## src/hdl/fws_pkg.sv

```systemverilog
// Constants and types shared by the four-wire serial register port
//
// Operation
// - Clock low at enable: output rising, sample falling
// - Clock high at enable: output falling, sample rising
// - Session spans enable high; falling edge discards it
// - Traffic moves in whole eight-bit bytes
// - Command upper nibble loads the address pointer
// - Command lower nibble stores the transfer format
// - Every byte shifts most significant bit first
// - Format 8h writes one byte at pointer
// - After single write, next byte is command
// - Format 0h writes bytes in a burst
// - Burst advances pointer, Fh wraps to 0h
// - Burst write ends only when enable falls
// - Format Ch reads one byte at pointer
// - After single read, next byte is command
// - Format 4h reads registers in a burst
// - Burst read ends only when enable falls
// - Hour bit 5: afternoon flag or tens bit
// - Twelve-hour midnight is 12, noon is 32
// - After oscillation stop, alarm fields are undefined
// - Single transfers chain with any following format
// - Seconds carry held while enable high, one second
`default_nettype none

package fws_pkg;

  // ----------------------------------------------------------------
  // Register map
  // ----------------------------------------------------------------
  localparam logic [3:0] ADDR_ALARM_MINUTE = 4'hB;
  localparam logic [3:0] ADDR_ALARM_HOUR = 4'hC;
  localparam logic [7:0] MASK_ALARM_MINUTE = 8'h7F;
  localparam logic [7:0] MASK_ALARM_HOUR = 8'h3F;
  localparam logic [7:0] RESET_ALARM = 8'h00;
  localparam int AFTERNOON_BIT = 5;

  // ----------------------------------------------------------------
  // Transfer format codes
  // ----------------------------------------------------------------
  localparam logic [3:0] FMT_WRITE_SINGLE = 4'h8;
  localparam logic [3:0] FMT_WRITE_BURST = 4'h0;
  localparam logic [3:0] FMT_READ_SINGLE = 4'hC;
  localparam logic [3:0] FMT_READ_BURST = 4'h4;

  // ----------------------------------------------------------------
  // Serial framing and timing
  // ----------------------------------------------------------------
  localparam logic [2:0] LAST_BIT = 3'h7;
  localparam logic [1:0] LOAD_DELAY = 2'h2;
  localparam logic [3:0] HOUR_TWELVE = 4'hC;

  typedef enum logic [1:0] {
    ST_IDLE,
    ST_COMMAND,
    ST_WRITE,
    ST_READ
  } fws_state_type;

  typedef struct packed {
    logic ce;
    logic sclk;
    logic si;
  } fws_pins_type;

  typedef struct packed {
    logic en;
    logic [3:0] addr;
    logic [7:0] data;
  } fws_write_type;

endpackage

`default_nettype wire

```

## src/hdl/fws_serial_port.sv

```systemverilog
// Four-wire serial register port with daily alarm registers
`default_nettype none

module fws_serial_port (
  input wire logic ref_clk, // System clock, 50 MHz
  input wire logic resetn, // Asynchronous reset, active low
  input wire logic ce, // Chip enable pin, session while high
  input wire logic sclk, // Serial clock pin
  input wire logic si, // Serial data in pin
  input wire logic hour_mode_12, // Twelve-hour mode from control logic
  input wire logic sec_tick, // Seconds carry pulse from prescaler
  output logic so, // Serial data out pin
  output logic so_oe, // Output enable of serial data out
  output logic carry_hold, // High while seconds carry is held
  output logic sec_carry, // Seconds carry pulse to counters
  output logic [7:0] alarm_minute, // Alarm minute register
  output logic [7:0] alarm_hour, // Alarm hour register
  output logic [7:0] alarm_hour24 // Alarm hour decoded to 24-hour BCD
);

  // ----------------------------------------------------------------
  // Pin synchronisation and edge detection
  // ----------------------------------------------------------------
  fws_pkg::fws_pins_type pins_s;
  fws_pkg::fws_pins_type pins_d_ff;
  fws_pkg::fws_pins_type pins_raw;

  assign pins_raw = '{ce: ce, sclk: sclk, si: si};

  fws_sync #(
    .W(3)
  ) u_sync (
    .ref_clk(ref_clk),
    .resetn(resetn),
    .async_in(pins_raw),
    .sync_out(pins_s)
  );

  always_ff @(posedge ref_clk or negedge resetn) begin
    if (!resetn) begin
      pins_d_ff <= '0;
    end else begin
      pins_d_ff <= pins_s;
    end
  end

  logic ce_rise;
  logic ce_fall;
  logic sclk_rise;
  logic sclk_fall;
  logic samp_edge;
  logic shift_edge;
  logic clk_high_ff;

  assign ce_rise = pins_s.ce && !pins_d_ff.ce;
  assign ce_fall = !pins_s.ce && pins_d_ff.ce;
  assign sclk_rise = pins_s.sclk && !pins_d_ff.sclk;
  assign sclk_fall = !pins_s.sclk && pins_d_ff.sclk;

  // Edge polarity caught from the clock level when enable rises
  always_ff @(posedge ref_clk or negedge resetn) begin
    if (!resetn) begin
      clk_high_ff <= 1'b0;
    end else if (ce_rise) begin
      clk_high_ff <= pins_s.sclk;
    end
  end

  // Edges only count inside a session
  assign samp_edge = pins_s.ce && !ce_rise && (clk_high_ff ? sclk_rise : sclk_fall);
  assign shift_edge = pins_s.ce && !ce_rise && (clk_high_ff ? sclk_fall : sclk_rise);

  // ----------------------------------------------------------------
  // Byte assembly
  // ----------------------------------------------------------------
  logic [6:0] rx_ff;
  logic [2:0] bit_cnt_ff;
  logic [7:0] rx_byte;
  logic byte_done;

  assign rx_byte = {rx_ff, pins_s.si};
  assign byte_done = samp_edge && (bit_cnt_ff == fws_pkg::LAST_BIT);

  always_ff @(posedge ref_clk or negedge resetn) begin
    if (!resetn) begin
      rx_ff <= 7'h00;
      bit_cnt_ff <= 3'h0;
    end else if (!pins_s.ce) begin
      rx_ff <= 7'h00;
      bit_cnt_ff <= 3'h0;
    end else if (samp_edge) begin
      rx_ff <= rx_byte[6:0];
      bit_cnt_ff <= bit_cnt_ff + 3'h1;
    end
  end

  // ----------------------------------------------------------------
  // Session control
  // ----------------------------------------------------------------
  fws_pkg::fws_state_type state_ff;
  fws_pkg::fws_state_type nxt_state;
  logic burst_ff;
  logic [3:0] addr_ff;
  logic [3:0] fmt_ff;

  // Unknown format codes fall back to waiting for a new command
  always_comb begin
    nxt_state = state_ff;
    unique case (state_ff)
      fws_pkg::ST_IDLE: begin
        if (ce_rise) begin
          nxt_state = fws_pkg::ST_COMMAND;
        end
      end
      fws_pkg::ST_COMMAND: begin
        if (byte_done) begin
          if (rx_byte[3:0] == fws_pkg::FMT_WRITE_SINGLE || rx_byte[3:0] == fws_pkg::FMT_WRITE_BURST) begin
            nxt_state = fws_pkg::ST_WRITE;
          end else if (rx_byte[3:0] == fws_pkg::FMT_READ_SINGLE || rx_byte[3:0] == fws_pkg::FMT_READ_BURST) begin
            nxt_state = fws_pkg::ST_READ;
          end
        end
      end
      fws_pkg::ST_WRITE, fws_pkg::ST_READ: begin
        if (byte_done && !burst_ff) begin
          nxt_state = fws_pkg::ST_COMMAND;
        end
      end
    endcase
    if (!pins_s.ce) begin
      nxt_state = fws_pkg::ST_IDLE;
    end
  end

  always_ff @(posedge ref_clk or negedge resetn) begin
    if (!resetn) begin
      state_ff <= fws_pkg::ST_IDLE;
    end else begin
      state_ff <= nxt_state;
    end
  end

  // Pointer and format
  always_ff @(posedge ref_clk or negedge resetn) begin
    if (!resetn) begin
      addr_ff <= 4'h0;
      fmt_ff <= 4'h0;
      burst_ff <= 1'b0;
    end else if (byte_done && state_ff == fws_pkg::ST_COMMAND) begin
      addr_ff <= rx_byte[7:4];
      fmt_ff <= rx_byte[3:0];
      burst_ff <= (rx_byte[3:0] == fws_pkg::FMT_WRITE_BURST) || (rx_byte[3:0] == fws_pkg::FMT_READ_BURST);
    end else if (byte_done && burst_ff && (state_ff == fws_pkg::ST_WRITE || state_ff == fws_pkg::ST_READ)) begin
      addr_ff <= addr_ff + 4'h1;
    end
  end

  // ----------------------------------------------------------------
  // Register bank access
  // ----------------------------------------------------------------
  fws_pkg::fws_write_type wr_ff;
  logic [7:0] rd_data;

  always_ff @(posedge ref_clk or negedge resetn) begin
    if (!resetn) begin
      wr_ff <= '0;
    end else begin
      wr_ff.en <= byte_done && state_ff == fws_pkg::ST_WRITE;
      wr_ff.addr <= addr_ff;
      wr_ff.data <= rx_byte;
    end
  end

  fws_alarm_regs u_regs (
    .ref_clk(ref_clk),
    .resetn(resetn),
    .rd_addr(addr_ff),
    .wr(wr_ff),
    .rd_data_ff(rd_data),
    .minute_ff(alarm_minute),
    .hour_ff(alarm_hour)
  );

  // ----------------------------------------------------------------
  // Read shifter
  // ----------------------------------------------------------------
  // Read data trails the pointer by a cycle, so the load waits two;
  // half a link clock period leaves ample margin before the first shift.
  logic [1:0] load_cnt_ff;
  logic [7:0] tx_ff;
  logic so_ff;
  logic so_oe_ff;

  always_ff @(posedge ref_clk or negedge resetn) begin
    if (!resetn) begin
      load_cnt_ff <= 2'h0;
    end else if (byte_done && nxt_state == fws_pkg::ST_READ) begin
      load_cnt_ff <= fws_pkg::LOAD_DELAY;
    end else if (load_cnt_ff != 2'h0) begin
      load_cnt_ff <= load_cnt_ff - 2'h1;
    end
  end

  always_ff @(posedge ref_clk or negedge resetn) begin
    if (!resetn) begin
      tx_ff <= 8'h00;
      so_ff <= 1'b0;
    end else if (load_cnt_ff == 2'h1) begin
      tx_ff <= rd_data;
    end else if (shift_edge && state_ff == fws_pkg::ST_READ) begin
      so_ff <= tx_ff[7];
      tx_ff <= {tx_ff[6:0], 1'b0};
    end
  end

  always_ff @(posedge ref_clk or negedge resetn) begin
    if (!resetn) begin
      so_oe_ff <= 1'b0;
    end else begin
      so_oe_ff <= (nxt_state == fws_pkg::ST_READ);
    end
  end

  assign so = so_ff;
  assign so_oe = so_oe_ff;

  // ----------------------------------------------------------------
  // Seconds carry hold
  // ----------------------------------------------------------------
  // A second tick while one is pending means a full second has passed
  logic pend_ff;
  logic carry_ff;
  logic hold_ff;

  always_ff @(posedge ref_clk or negedge resetn) begin
    if (!resetn) begin
      pend_ff <= 1'b0;
      carry_ff <= 1'b0;
      hold_ff <= 1'b0;
    end else begin
      hold_ff <= pins_s.ce;
      if (!pins_s.ce) begin
        carry_ff <= sec_tick || pend_ff;
        pend_ff <= 1'b0;
      end else if (sec_tick && pend_ff) begin
        carry_ff <= 1'b1;
        pend_ff <= 1'b1;
      end else begin
        carry_ff <= 1'b0;
        pend_ff <= pend_ff || sec_tick;
      end
    end
  end

  assign sec_carry = carry_ff;
  assign carry_hold = hold_ff;

  // ----------------------------------------------------------------
  // Alarm hour decode
  // ----------------------------------------------------------------
  function automatic logic [7:0] hour_to_24(input logic [7:0] code, input logic mode12);
    logic [4:0] bin;
    logic [4:0] tens;
    if (!mode12) begin
      hour_to_24 = code & fws_pkg::MASK_ALARM_HOUR;
    end else begin
      bin = (code[4] ? 5'h0A : 5'h00) + {1'b0, code[3:0]};
      if (bin == {1'b0, fws_pkg::HOUR_TWELVE}) begin
        bin = 5'h00;
      end
      if (code[fws_pkg::AFTERNOON_BIT]) begin
        bin = bin + {1'b0, fws_pkg::HOUR_TWELVE};
      end
      tens = (bin >= 5'h14) ? 5'h02 : (bin >= 5'h0A) ? 5'h01 : 5'h00;
      hour_to_24 = {2'h0, tens[1:0], 4'(bin - tens * 5'h0A)};
    end
  endfunction

  logic [7:0] hour24_ff;

  always_ff @(posedge ref_clk or negedge resetn) begin
    if (!resetn) begin
      hour24_ff <= 8'h00;
    end else begin
      hour24_ff <= hour_to_24(alarm_hour, hour_mode_12);
    end
  end

  assign alarm_hour24 = hour24_ff;
endmodule

`default_nettype wire

```

## src/hdl/fws_sync.sv

```systemverilog
// Two-stage synchroniser for the serial link pins
`default_nettype none

module fws_sync #(
  parameter int W = 3
) (
  input wire logic ref_clk, // System clock
  input wire logic resetn, // Asynchronous reset, active low
  input wire logic [W-1:0] async_in, // Pins from outside the domain
  output logic [W-1:0] sync_out // Synchronised copy
);

  logic [W-1:0] meta_ff;

  initial begin
    if (W < 1) begin
      $error("fws_sync: width must be at least one");
    end
  end

  // First stage feeds only the second
  always_ff @(posedge ref_clk or negedge resetn) begin
    if (!resetn) begin
      meta_ff <= '0;
      sync_out <= '0;
    end else begin
      meta_ff <= async_in;
      sync_out <= meta_ff;
    end
  end

endmodule

`default_nettype wire

```

## src/hdl/fws_alarm_regs.sv

```systemverilog
// Daily alarm minute and hour register bank with registered read data
`default_nettype none

module fws_alarm_regs (
  input wire logic ref_clk, // System clock
  input wire logic resetn, // Asynchronous reset, active low
  input wire logic [3:0] rd_addr, // Read address
  input wire fws_pkg::fws_write_type wr, // Write request
  output logic [7:0] rd_data_ff, // Read data, one cycle after address
  output logic [7:0] minute_ff, // Alarm minute
  output logic [7:0] hour_ff // Alarm hour
);

  // ----------------------------------------------------------------
  // Storage
  // ----------------------------------------------------------------
  // Contents after oscillation stop are undefined anyway; zero is one legal choice
  always_ff @(posedge ref_clk or negedge resetn) begin
    if (!resetn) begin
      minute_ff <= fws_pkg::RESET_ALARM;
      hour_ff <= fws_pkg::RESET_ALARM;
    end else if (wr.en) begin
      if (wr.addr == fws_pkg::ADDR_ALARM_MINUTE) begin
        minute_ff <= wr.data & fws_pkg::MASK_ALARM_MINUTE;
      end
      if (wr.addr == fws_pkg::ADDR_ALARM_HOUR) begin
        hour_ff <= wr.data & fws_pkg::MASK_ALARM_HOUR;
      end
    end
  end

  // Unmapped addresses read as zero
  always_ff @(posedge ref_clk or negedge resetn) begin
    if (!resetn) begin
      rd_data_ff <= 8'h00;
    end else if (rd_addr == fws_pkg::ADDR_ALARM_MINUTE) begin
      rd_data_ff <= minute_ff;
    end else if (rd_addr == fws_pkg::ADDR_ALARM_HOUR) begin
      rd_data_ff <= hour_ff;
    end else begin
      rd_data_ff <= 8'h00;
    end
  end
endmodule

`default_nettype wire

```

## config.mk

```make
export PLATFORM = sky130hd
export DESIGN_NAME = fws_serial_port
export DESIGN_NICKNAME = d
export VERILOG_FILES = /design/src/hdl/fws_pkg.sv /design/src/hdl/fws_serial_port.sv /design/src/hdl/fws_sync.sv /design/src/hdl/fws_alarm_regs.sv
export SDC_FILE = /design/constraint.sdc
export NUM_CORES = 1
export LEC_CHECK = 0
export ABC_CLOCK_PERIOD_IN_PS = 4900
export BUFFER_PORTS_ARGS = -buffer_cell sky130_fd_sc_hd__buf_2
export CAP_MARGIN = 20
export CORE_ASPECT_RATIO = 0.7
export CORE_MARGIN = 3
export CORE_UTILIZATION = 45
export DETAILED_ROUTE_END_ITERATION = 10
export PLACE_DENSITY_LB_ADDON = 0.2
export SLEW_MARGIN = 20
export SYNTH_ARGS = -nofsm -noshare
export SYNTH_HDL_FRONTEND = slang
export SYNTH_HIERARCHICAL = 1
export SYNTH_SLANG_ARGS = --single-unit
export TNS_END_PERCENT = 100
```

## constraint.sdc

```tcl
create_clock -name ref_clk -period 4.9 [get_ports ref_clk]
set_input_delay 0.49 -clock ref_clk [delete_from_list [all_inputs] [get_ports ref_clk]]
set_output_delay 0.49 -clock ref_clk [all_outputs]
set_load 0.05 [all_outputs]
```

=== Word-level counts from Yosys, hierarchy flattened ===
Cells that the tools add are included.

* Bits in registers: 81
* Input port bits: 7
* Logic and storage cells: 116
* Output and inout port bits: 28

* Add/subtract/negate cells: 6
* Bitwise logic cells: 1
* Multiply operators: 1
* Mux-type cells: 33
* Order comparisons: 2
* Reduce and logical (&&, ||, !) cells: 35
* Equality and inequality tests: 15

{| class="wikitable"
|+ Operators with widths
! operator !! count
|-
| $eq A4 B4 Y1 const B || 6
|-
| $mux W8 || 3
|-
| $mux W5 || 4
|-
| $mux W2 || 9
|-
| $logic_and A1 B1 Y1 || 15
|-
| $mux W7 || 2
|-
| $mux W4 || 3
|-
| $mux W6 || 2
|-
| $reduce_bool A2 Y1 || 4
|-
| $mux W1 || 7
|-
| $eq A2 B2 Y1 const B || 3
|-
| $mux W3 || 2
|-
| $pmux W2 S3 || 1
|-
| $reduce_and A2 Y1 || 3
|-
| $add A4 B4 Y5 || 1
|-
| $add A5 B4 Y5 const B || 1
|-
| $eq A5 B4 Y1 const B || 1
|-
| $ge A5 B4 Y1 const B || 1
|-
| $ge A5 B5 Y1 const B || 1
|-
| $logic_not A1 Y1 || 5
|-
| $logic_or A1 B1 Y1 || 5
|-
| $add A4 B1 Y4 const B || 1
|-
| $eq A2 B1 Y1 const B || 2
|-
| $eq A4 B3 Y1 const B || 1
|-
| other kinds (10) || 10
|}

=== Depth between registers and ports, before layout ===
Gate-level depths: netlist of run 1.

* Depth after elaboration: 14
* Mapped depth: 16
* Mapped depth without buffers: 16

=== By module ===
Netlist of run 1, hierarchy kept.

{| class="wikitable"
|+ Modules (own cells, without submodules)
! module !! instances !! area each (um2) !! cells each !! sequential area each (um2)
|-
| fws_serial_port || 1 || 2630.0 || 250 || 1326.3
|-
| fws_alarm_regs || 1 || 864.6 || 59 || 500.5
|-
| fws_sync || 1 || 150.1 || 6 || 150.1
|}

=== Least setup slack after synthesis of run 1 ===
No wires, ideal clock.

* Path type: reg-to-reg
* Start: register u_regs.hour_ff[1]
* End: register hour24_ff[3], in the netlist alarm_hour24[3]
* Path buffers: 0
* Clock period less this slack: 3.786 ns
* Required time: 4.813 ns
* Library setup time: 0.087 ns
* Data arrival time: 3.700 ns
* Path slack: 1.114 ns
* Stages on the path, launching flop included: 16
* Cell sequence: dfrtp_1 > ha_1 > ha_1 > nor3b_1 > nand3_1 > nand2_1 > ha_1 > nor2_1 > xnor2_1 > o32ai_1 > ha_1 > inv_1 > fa_1 > a2111oi_0 > a311oi_1 > o211ai_1

* Word-level cells in the longest chain between the ends: 13
* Elaborated cells on any way between the ends: 14
* Those cells by class: add/sub (3); mul (1); order compare (2); eq/ne (1); mux (7)

{| class="wikitable"
|+ RTL lines
! what !! RTL line !! RTL
|-
| from (decl) || fws_alarm_regs.sv:11 || <nowiki>output logic [7:0] hour_ff</nowiki>
|-
| from (signal assigned) || fws_alarm_regs.sv:21 || <nowiki>hour_ff <= fws_pkg::RESET_ALARM;</nowiki>
|-
| from (signal assigned) || fws_alarm_regs.sv:27 || <nowiki>hour_ff <= wr.data & fws_pkg::MASK_ALARM_HOUR;</nowiki>
|-
| $add A4 B4 Y5 (*) || fws_serial_port.sv:267 || <nowiki>bin = (code[4] ? 5'h0A : 5'h00) + {1'b0, code[3:0]};</nowiki>
|-
| $eq A5 B4 Y1 || fws_serial_port.sv:268 || <nowiki>if (bin == {1'b0, fws_pkg::HOUR_TWELVE}) begin</nowiki>
|-
| $mux W5 (*) || fws_serial_port.sv:268 ||
|-
| $mux W5 (*) || fws_serial_port.sv:264 || <nowiki>if (!mode12) begin</nowiki>
|-
| $add A5 B4 Y5 || fws_serial_port.sv:272 || <nowiki>bin = bin + {1'b0, fws_pkg::HOUR_TWELVE};</nowiki>
|-
| $mux W5 (*) || fws_serial_port.sv:271 || <nowiki>if (code[fws_pkg::AFTERNOON_BIT]) begin</nowiki>
|-
| $mux W5 (*) || fws_serial_port.sv:264 ||
|-
| $ge A5 B4 Y1 || fws_serial_port.sv:274 || <nowiki>tens = (bin >= 5'h14) ? 5'h02 : (bin >= 5'h0A) ? 5'h01 : 5'h00;</nowiki>
|-
| $mux W1 || fws_serial_port.sv:274 ||
|-
| $mux W2 || fws_serial_port.sv:274 ||
|-
| $mul A2 B3 Y3 || fws_serial_port.sv:275 || <nowiki>hour_to_24 = {2'h0, tens[1:0], 4'(bin - tens * 5'h0A)};</nowiki>
|-
| $sub A4 B4 Y4 (*) || fws_serial_port.sv:275 ||
|-
| $mux W6 (*) || fws_serial_port.sv:264 ||
|-
| to (signal assigned) || fws_serial_port.sv:285 || <nowiki>hour24_ff <= hour_to_24(alarm_hour, hour_mode_12);</nowiki>
|-
| to (decl) || fws_serial_port.sv:279 || <nowiki>logic [7:0] hour24_ff;</nowiki>
|}

Mark *: on every way between the ends. The rest lies on a longest branch, timed or not. The select of a mux whose other input is x is not followed.
A chain may end at the register's enable or synchronous reset.

=== Worst setup path after layout of run 1 ===
Same ends and word-level chain as after synthesis.

==> reports/summary.txt, run 1 <==
RSZ-0062 raised after global routing - no
Post-Syn Area - 3620 sq um
core outline area - 7547 sq um
cell mode on critical path - ha_1
DRC errors left - 0
Detailed Place HPWL - 4.871 mm
DRT iter0 DRCs - 119
std cell rows - 26
Critical Path RT - 5.15 ns
Max-slew headroom - 0.3530
final wirelength - 6.966 mm
hold slack - 0.2586 ns
crit path time final - 4.381 ns
die height - 81.04 um
n_diodes - 0
Slowest-stage cell, CP - nor3b_1
critical setup path kind - reg2reg
max-slew violation total from the final report - 0
worst path cell trace - ha_1, ha_1, nor3b_1, nand3_1, nand2_1, ha_1, nor2_1, xnor2_1, o32ai_1, ha_1, inv_1, fa_1, a2111oi_0, a311oi_1, o211ai_1
clock slew at reported path FFs - 0.06 ns
CP max FO - 11
Max Cap Viol - 0
Final Hold Vio Count - 0
period utilisation layout - 0.8940
per-cell routed wire length - 15.69 um
vias in the first global route - 2293
clock skew - 0.005848 ns
worst vdd ir - 0.0002935 V
P_leak - 1.925 nW
outcome - complete, no violations
# port buffers - 29
measured slew at the worst slew-check pin - 0.9705 ns
Resize count post-CTS - 0
Fillers - 655
post-CTS setup buffer count - 0
Post-Layout Inst Area - 4121 sq um
1st-pass router iterations - 4
cell count after synthesis - 314
die area - 9173 sq um
CTS root buffer - clkbuf_16
first-pass GRT wire length - 11.86 mm
Worst Hold Class - in2reg
final worst slack - 0.5192 ns
Reg area - 1952 sq um
Setup TNS Final - 0 ns
CTS H-tree lvls - 3
CTS tree - built
# clock sinks - 78
TritonCTS Buffers - 9
Initial Utilization - 0.4796
Worst EP arrival - 4.63 ns
area of the multi-input gates - 1541 sq um
hold_buf cts - 0
Post-DP Area - 3801 sq um
CP Capture Type - register
drt via density - 5.309
nets - 359
Ports - 35
Final setup viols - 0
gr ovfl total - 0
pre-CTS setup slack - 0.6234 ns
power per cell area - 343.2 nW/um^2
Warnings, synthesis - 6
Total GRT Usage - 0.1681
layout cell share with drive strength beyond 1 - 0.2139
area grow syn2layout - 13.86%
initial antenna violation count - 0
syn_area_per_cell - 11.53 sq um
largest net degree at the start of global routing - 79
gp weighted congestion - 0.8587
worst-skew pair later-pin latency - 0.33 ns
CTS Buffer Depth - 2
die extent in x - 113.2 um
remaining antenna violation count after routing - 0
Critical Path Source Type - register
Max Fclk - 228.3 MHz
routed via count - 2357
crit-path max cell delay - 0.49 ns
registers in the layout, indices dropped and copies added, names as in the netlist, 2 cells and up:
name,flops
wr_ff,12
tx_ff,8
rx_ff,7
u_regs/minute_ff,7
u_regs/rd_data_ff,7
alarm_hour24,6
u_regs/hour_ff,6
addr_ff,4
bit_cnt_ff,3
u_sync/meta_ff,3
u_sync/sync_out,3
load_cnt_ff,2
state_ff,2
path summary, 6_finish.rpt:
kind	from	end	slack [ns]	cells past startpoint
setup / recovery	u_regs/hour_ff[1]	alarm_hour24[3]	0.52	15
hold / removal	si	u_sync/meta_ff[0]	0.26	1
setup reg to reg	u_regs/hour_ff[1]	alarm_hour24[3]	0.52	15
hold reg to reg	u_sync/meta_ff[2]	u_sync/sync_out[2]	0.35	0
max in group asynchronous	resetn	alarm_hour24[1]	3.95	1
min in group asynchronous	resetn	so	0.32	1
layout make-up:
| cell class | instances | area share |
|---|---|---|
| sequential | 78 | 0.4736 |
| multi-input combinational | 213 | 0.3740 |
| clock buffer | 9 | 0.05464 |
| timing repair buffer | 29 | 0.03582 |
| tap | 98 | 0.02975 |
| clock inverter | 7 | 0.02307 |
| inverter | 10 | 0.009107 |
power by group:
group	switching, mW	leakage (nW)	total (mW)	internal (mW)
Clock	0.259	0.156	0.706	0.447
Sequential	0.00870	1.06	0.662	0.653
Combinational	0.0371	0.713	0.0466	0.00953
worst max-delay path, delay by kind of cell (launching register included):
family                     cells  cell delay (ns)
adders and majority gates      5             1.58
AOI/OAI and AO/OA              4             1.12
and+or+nand+nor                4             0.95
DFF                            1             0.43
xor gates and xnor gates       1             0.17
buffers and inverters          1             0.06
stage by stage:
stage	power [mW]	std cells	utilization
6_report	1.414	444	0.5461
5_1_grt	1.471	444	0.5461
4_1_cts	1.437	444	0.5461
3_5_place_dp	0.7211	428	0.5036
3_3_place_gp	0.7207	428	0.5036
2_1_floorplan	0.7050	318	-
layer usage:
layer	vias up	part of all wire	GRT usage
met5	-	0	0
met2	47	0.41	0.2364
met1	1139	0.52	0.2447
met4	0	0.016	0.06002
met3	13	0.046	0.05212
li1	1158	-	-
layout by cell type, fill, tap and decap left out, types with 3 or more instances in the layout:
master     count
dfrtp_1       78
nor2b_1       10
nor3_1         6
o21ai_0       22
a31o_2         3
nor3b_1        3
nand2_1       40
and3b_1        3
inv_1         10
mux2_4         7
ha_1          10
mux2i_1       14
conb_1         6
buf_2         28
a22oi_1        8
a21oi_1       10
xnor2_1        5
clkbuf_16      9
nor2_1         8
nand2b_1       3
and3_1         3
mux2_2        11
nand3_1        6
(Power assumes the default switching activity.)
==> inputs of run 2 (changes only) <==
- CORE_MARGIN: 3 -> not set
- CORE_UTILIZATION: 45 -> 55
- SLEW_MARGIN: 20 -> 10
==> run 2 against run 1 <==
Compared with the run above:
- final cell count decreased by 4.5%
- clock skew increased by 0.0041 ns
- cell area decreased by 3.7%
- wire length decreased by 6.5%
- largest cell class unchanged
- register-to-register slack about the same
- critical path type unchanged
- non-clock buffer count unchanged
- clock power decreased by 35%
==> reports/summary.txt, run 2 (synthesized netlist as in run 1, its figures left out) <==
outcome - complete, no violations
Top Registers - wr_ff: 12 flops, tx_ff: 8 flops
CP Capture Type - register
RSZ-0062 raised after global routing - no
remaining antenna violation count after routing - 0 (unchanged)
CTS root buffer - clkbuf_8
nets - 359 (unchanged)
1st-pass router iterations - 4 (unchanged)
area grow syn2layout - 9.679%
clock skew - 0.009917 ns (+0.004069 ns)
Max Cap Viol - 0 (unchanged)
CP Buf/Inv Count - 1 (unchanged)
per-cell routed wire length - 15.36 um (-2.1%)
Critical Path RT - 5.18 ns (+0.03 ns)
Detailed Place HPWL - 4.569 mm (-6.2%)
Largest register FFs - 12 (unchanged)
Setup TNS Final - 0 ns (unchanged)
Max-slew headroom - 0.3850 (+0.03195)
Sw Ratio - 0.2474 (+0.03195)
commonest cells after routing, fill and taps aside - dfrtp_1 (78), nand2_1 (40), buf_2 (28), o21ai_0 (22), mux2i_1 (14)
Slowest-stage cell, CP - nor3b_1
worst path cell trace - ha_1, ha_1, nor3b_1, nand3_1, nand2_1, ha_1, nor2_1, xnor2_1, o32ai_1, ha_1, inv_1, fa_1, a2111oi_0, a311oi_1, o211ai_1
max-slew violation total from the final report - 0 (unchanged)
DRC errors left - 0 (unchanged)
Fillers - 506 (-23%)
Inst Count DP - 408 (-4.7%)
std cell rows - 24 (-7.7%)
layout cell share with drive strength beyond 1 - 0.2139 (unchanged)
measured slew at the worst slew-check pin - 0.9225 ns (-0.04793 ns)
period utilisation layout - 0.8963 (+0.002249)
TritonCTS Buffers - 9 (unchanged)
Net Switching - 0.2884 mW (-5.4%)
Ports - 35 (unchanged)
delay-heaviest family, CP - adder cells
worst vdd ir - 0.0002021 V (-31%)
critical setup path kind - reg2reg
clock slew at reported path FFs - 0.08 ns (+0.02 ns)
internal reg-to-reg setup slack - 0.51 ns (about the same)
Initial Utilization - 0.5768 (+0.09715)
Final Hold Vio Count - 0 (unchanged)
cell mode on critical path - ha_1
DRT iter0 DRCs - 107 (-10%)
internal power - 0.8771 mW (-21%)
largest net degree at the start of global routing - 79 (unchanged)
CP max FO - 11 (unchanged)
commonest non-fill, non-tap cell in the layout - dfrtp_1
register share of total power - 0.567 (+0.099)
first-pass GRT wire length - 11.48 mm (-3.2%)
# port buffers - 29 (unchanged)
post-CTS setup buffer count - 0 (unchanged)
die area - 6915 sq um (-25%)
non-filler cells, final - 424 (-4.5%)
drt via density - 5.535 (+4.3%)
die extent in x - 98.97 um (-13%)
CTS H-tree lvls - 3 (unchanged)
final wirelength - 6.511 mm (-6.5%)
P_leak - 1.865 nW (-3.1%)
Final setup viols - 0 (unchanged)
crit path time final - 4.392 ns (+0.01102 ns)
CTS tree - built
power per cell area - 293.6 nW/um^2 (-14%)
gp weighted congestion - 0.8837 (+2.9%)
gr ovfl total - 0 (unchanged)
Biggest register - wr_ff
CTS Buffer Depth - 2 (unchanged)
n_diodes - 0 (unchanged)
crit-path max cell delay - 0.48 ns (about the same)
hold_buf cts - 0 (unchanged)
Worst Hold Class - in2reg
Max Fclk - 227.7 MHz (-0.25%)
die height - 69.88 um (-14%)
worst-skew pair later-pin latency - 0.35 ns (+0.02 ns)
combinational power share - 0.040 (+0.007)
Clk pwr share - 0.394 (-0.105)
routed via count - 2347 (-0.42%)
vias in the first global route - 2371 (+3.4%)
initial antenna violation count - 0 (unchanged)
# clock sinks - 78 (unchanged)
Resize count post-CTS - 0 (unchanged)
Worst EP arrival - 4.67 ns (+0.04 ns)
core outline area - 6276 sq um (-17%)
Critical Path Source Type - register
Total GRT Usage - 0.2166 (+0.04856)
[run 2: cell type report]
class,count,area (sq um),share of cell area
Sequential cell,78,1952,0.4916
Multi-Input combinational cell,213,1541,0.3883
Clock buffer,11,151.4,0.03813
Timing Repair Buffer,29,147.6,0.03719
Tap cell,78,97.59,0.02458
Clock inverter,5,42.54,0.01072
Inverter,10,37.54,0.009455
[run 2: power by group through the flow]
stage / logic, mW / registers (mW) / clock network (mW)
2_1_floorplan: 0.0312 / 0.674 / 0
3_5_place_dp: 0.0476 / 0.673 / 0
6_report: 0.0463 / 0.660 / 0.459
4_1_cts: 0.0476 / 0.660 / 0.472
3_3_place_gp: 0.0470 / 0.673 / 0
5_1_grt: 0.0524 / 0.662 / 0.496
[run 2: stage by stage]
step | instance area (sq um) | hold slack, ns | util | setup slack (ns) | power [mW]
floorplan | 3635 | 0.1944 | - | 1.114 | 0.7050
global placement | 3776 | 0.3333 | 0.6017 | 0.9721 | 0.7201
detailed placement | 3776 | 0.3364 | 0.6017 | 0.6459 | 0.7208
CTS | 3970 | 0.2197 | 0.6326 | 0.5894 | 1.180
global route | 3970 | 0.2106 | 0.6326 | 0.1588 | 1.211
finish | 3970 | 0.2387 | 0.6326 | 0.5082 | 1.166
[run 2: final timing paths]
kind / from / endpoint / cells after the start
max: u_regs/hour_ff[4] / alarm_hour24[3] / 15
min: ce / u_sync/meta_ff[2] / 1
max reg2reg: u_regs/hour_ff[4] / alarm_hour24[3] / 15
min reg2reg: u_sync/meta_ff[1] / u_sync/sync_out[1] / 0
max in group asynchronous: resetn / wr_ff[12] / 1
min in group asynchronous: resetn / u_sync/sync_out[2] / 1
[run 2: per-layer routing]
layer	share of wire	global-route usage
met5	0	0
met4	0.0058	0.05970
met3	0.041	0.06907
met2	0.46	0.3155
met1	0.50	0.3135
==> inputs of run 3 (changes only) <==
--- a/config.mk
+++ b/config.mk
@@ -9,6 +9,9 @@
 export BUFFER_PORTS_ARGS = -buffer_cell sky130_fd_sc_hd__buf_2
 export CAP_MARGIN = 20
+export CELL_PAD_IN_SITES_DETAIL_PLACEMENT = 0
+export CELL_PAD_IN_SITES_GLOBAL_PLACEMENT = 1
 export CORE_ASPECT_RATIO = 0.7
-export CORE_UTILIZATION = 55
+export CORE_MARGIN = 5
+export CORE_UTILIZATION = 47
 export DETAILED_ROUTE_END_ITERATION = 10
 export PLACE_DENSITY_LB_ADDON = 0.2
==> constraint.sdc (replaced) <==
create_clock -name ref_clk -period 4.9 [get_ports ref_clk]
set_input_delay 0.245 -clock ref_clk [delete_from_list [all_inputs] [get_ports ref_clk]]
set_output_delay 0.245 -clock ref_clk [all_outputs]
set_load 0.05 [all_outputs]
==> run 3 against run 2 <==
Compared with the run above:
- cell area grew 2.4%
- worst setup slack gained 0.16 ns
- core utilization shrank 8.2 points
- flip-flop and latch count stayed put
- combinational power is 13% higher
- sequential power barely moved
- critical path type unchanged
- non-clock buffer count rose by 5
- via count increased by 2.3%
- worst hold slack got worse by 0.13 ns
- clock skew increased by 0.0020 ns
- critical endpoint unchanged
==> reports/summary.txt, run 3 (synthesized netlist as in run 1, its figures left out) <==
CTS root buffer - clkbuf_8
Critical Path Source Type - register
worst hold start - sec_tick
FF-to-FF path depth - 15 (unchanged)
Reg area - 1952 sq um (unchanged)
hold slack - 0.1099 ns (-0.1288 ns)
# port buffers - 29 (unchanged)
nets - 364 (+1.4%)
layout cell share with drive strength beyond 1 - 0.2137 (about the same)
CP Capture Type - register
crit-path max cell delay - 0.47 ns (about the same)
delay-heaviest family, CP - adder cells
Hold Path Cell Cnt - 3 (+2)
routed via count - 2400 (+2.3%)
Max Fclk - 236.5 MHz (+3.9%)
CP Buf/Inv Count - 1 (unchanged)
# clock sinks - 78 (unchanged)
worst path cell trace - ha_1, ha_1, nor3b_1, nand2_1, nand2_1, ha_1, nor2_1, xnor2_1, o32ai_1, ha_1, inv_1, fa_1, a2111oi_0, a311oi_1, o211ai_1
internal power - 0.9082 mW (+3.5%)
Final Hold Vio Count - 0 (unchanged)
vias in the first global route - 2345 (-1.1%)
Max-slew headroom - 0.4380 (+0.05297)
drt via density - 5.345 (-3.4%)
FF-to-FF Start - u_regs/hour_ff[4]
Detailed Place HPWL - 5.318 mm (+16%)
Inst Count DP - 428 (+4.9%)
worst-skew pair later-pin latency - 0.35 ns (about the same)
final worst slack - 0.6717 ns (+0.1635 ns)
FF-to-FF End - alarm_hour24[3]
commonest cells after routing, fill and taps aside - dfrtp_1 (78), nand2_1 (40), buf_2 (28), o21ai_0 (22), mux2i_1 (14)
1st-pass router iterations - 4 (unchanged)
initial antenna violation count - 0 (unchanged)
Hold Path End - sec_carry
std cell rows - 26 (+8.3%)
area grow syn2layout - 12.31%
Clk pwr share - 0.411 (+0.017)
Resize count post-CTS - 0 (unchanged)
remaining antenna violation count after routing - 0 (unchanged)
Largest register FFs - 12 (unchanged)
DRT iter0 DRCs - 135 (+26%)
Max Cap Viol - 0 (unchanged)
CTS H-tree lvls - 3 (unchanged)
area of the multi-input gates - 1541 sq um (unchanged)
Fillers - 662 (+31%)
internal reg-to-reg setup slack - 0.67 ns (+0.16 ns)
Top Registers - wr_ff: 12 flops, tx_ff: 8 flops
worst vdd ir - 0.0001444 V (-29%)
final wirelength - 7.479 mm (+15%)
clock skew - 0.01192 ns (+0.002007 ns)
CTS tree - built
cell mode on critical path - ha_1
CTS Buffer Depth - 2 (unchanged)
power per cell area - 297.7 nW/um^2 (+1.4%)
outcome - complete, no violations
Final setup viols - 0 (unchanged)
DRC errors left - 0 (unchanged)
non-filler cells, final - 449 (+5.9%)
Ports - 35 (unchanged)
period utilisation layout - 0.8629 (-0.03337)
combinational power share - 0.043 (+0.003)
Net Switching - 0.3020 mW (+4.7%)
commonest non-fill, non-tap cell in the layout - dfrtp_1
post-CTS setup buffer count - 0 (unchanged)
CP max FO - 11 (unchanged)
register share of total power - 0.546 (-0.021)
Total GRT Usage - 0.1695 (-0.04715)
P_leak - 1.897 nW (+1.7%)
gp weighted congestion - 0.8448 (-4.4%)
die area - 9585 sq um (+39%)
crit path time final - 4.228 ns (-0.1635 ns)
clock slew at reported path FFs - 0.09 ns (about the same)
Worst Hold Class - in2reg
max-slew violation total from the final report - 0 (unchanged)
Sw Ratio - 0.2496 (+0.002134)
n_diodes - 0 (unchanged)
Biggest register - wr_ff
Initial Utilization - 0.4902 (-0.08658)
Slowest-stage cell, CP - ha_1
die extent in x - 114.9 um (+16%)
RSZ-0062 raised after global routing - no
Worst EP arrival - 4.50 ns (-0.17 ns)
die height - 83.43 um (+19%)
Critical Path RT - 5.17 ns (about the same)
gr ovfl total - 0 (unchanged)
core outline area - 7385 sq um (+18%)
largest net degree at the start of global routing - 79 (unchanged)
pre-CTS setup slack - 0.7271 ns (+0.08116 ns)
measured slew at the worst slew-check pin - 0.8412 ns (-0.08128 ns)
first-pass GRT wire length - 12.65 mm (+10%)
Setup TNS Final - 0 ns (unchanged)
TritonCTS Buffers - 9 (unchanged)
critical setup path kind - reg2reg
per-cell routed wire length - 16.66 um (+8.5%)
run 3: per-layer routing:
layer	vias up	routed length, um	global-route usage
li1	1164	-	-
met3	9	321	0.04578
met2	46	3197	0.2290
met1	1181	3885	0.2643
met5	-	0	0
met4	0	74	0.04478
run 3: how the worst max path moves through the flow:
stage	from	to	slack, ns	cells past startpoint
2_1_floorplan	u_regs/hour_ff[1]	alarm_hour24[3]	1.11	15
3_3_place_gp	u_regs/hour_ff[4]	alarm_hour24[3]	0.77	15
3_5_place_dp	u_regs/hour_ff[4]	alarm_hour24[3]	0.73	15
4_1_cts	u_regs/hour_ff[4]	alarm_hour24[3]	0.71	15
5_1_grt	u_regs/hour_ff[4]	alarm_hour24[3]	0.16	15
6_report	u_regs/hour_ff[4]	alarm_hour24[3]	0.67	15
run 3: through the flow:
step / power [mW] / instance area (sq um) / util
floorplan: 0.7050 / 3635 / -
global placement: 0.7214 / 3801 / 0.5147
detailed placement: 0.7220 / 3801 / 0.5147
CTS: 1.227 / 4035 / 0.5464
global route: 1.273 / 4065 / 0.5505
finish: 1.210 / 4065 / 0.5505
run 3: power by group through the flow:
stage	clock network [mW]	registers (mW)	logic [mW]
after CTS	0.516	0.661	0.0502
final	0.497	0.661	0.0521
after global placement	0	0.673	0.0481
after floorplan	0	0.674	0.0312
after detailed placement	0	0.674	0.0483
after global routing	0.552	0.663	0.0585
run 3: cell type report:
class | instances | share of cell area
clock buffer | 9 | 0.03047
sequential | 78 | 0.4801
tap | 98 | 0.03016
inverter | 10 | 0.009234
multi-input combinational | 213 | 0.3792
clock inverter | 7 | 0.01970
timing repair buffer | 34 | 0.05109
run 3: timing repair:
item,in CTS,in global routing
hold endpoints to repair,3,43
hold buffers,3,1
setup endpoints to repair,0,0
run 3: worst min-delay path, stage by stage:
cell and delay, ns:
buf_2 0.09, nand2_1 0.04, o21ai_0 0.06
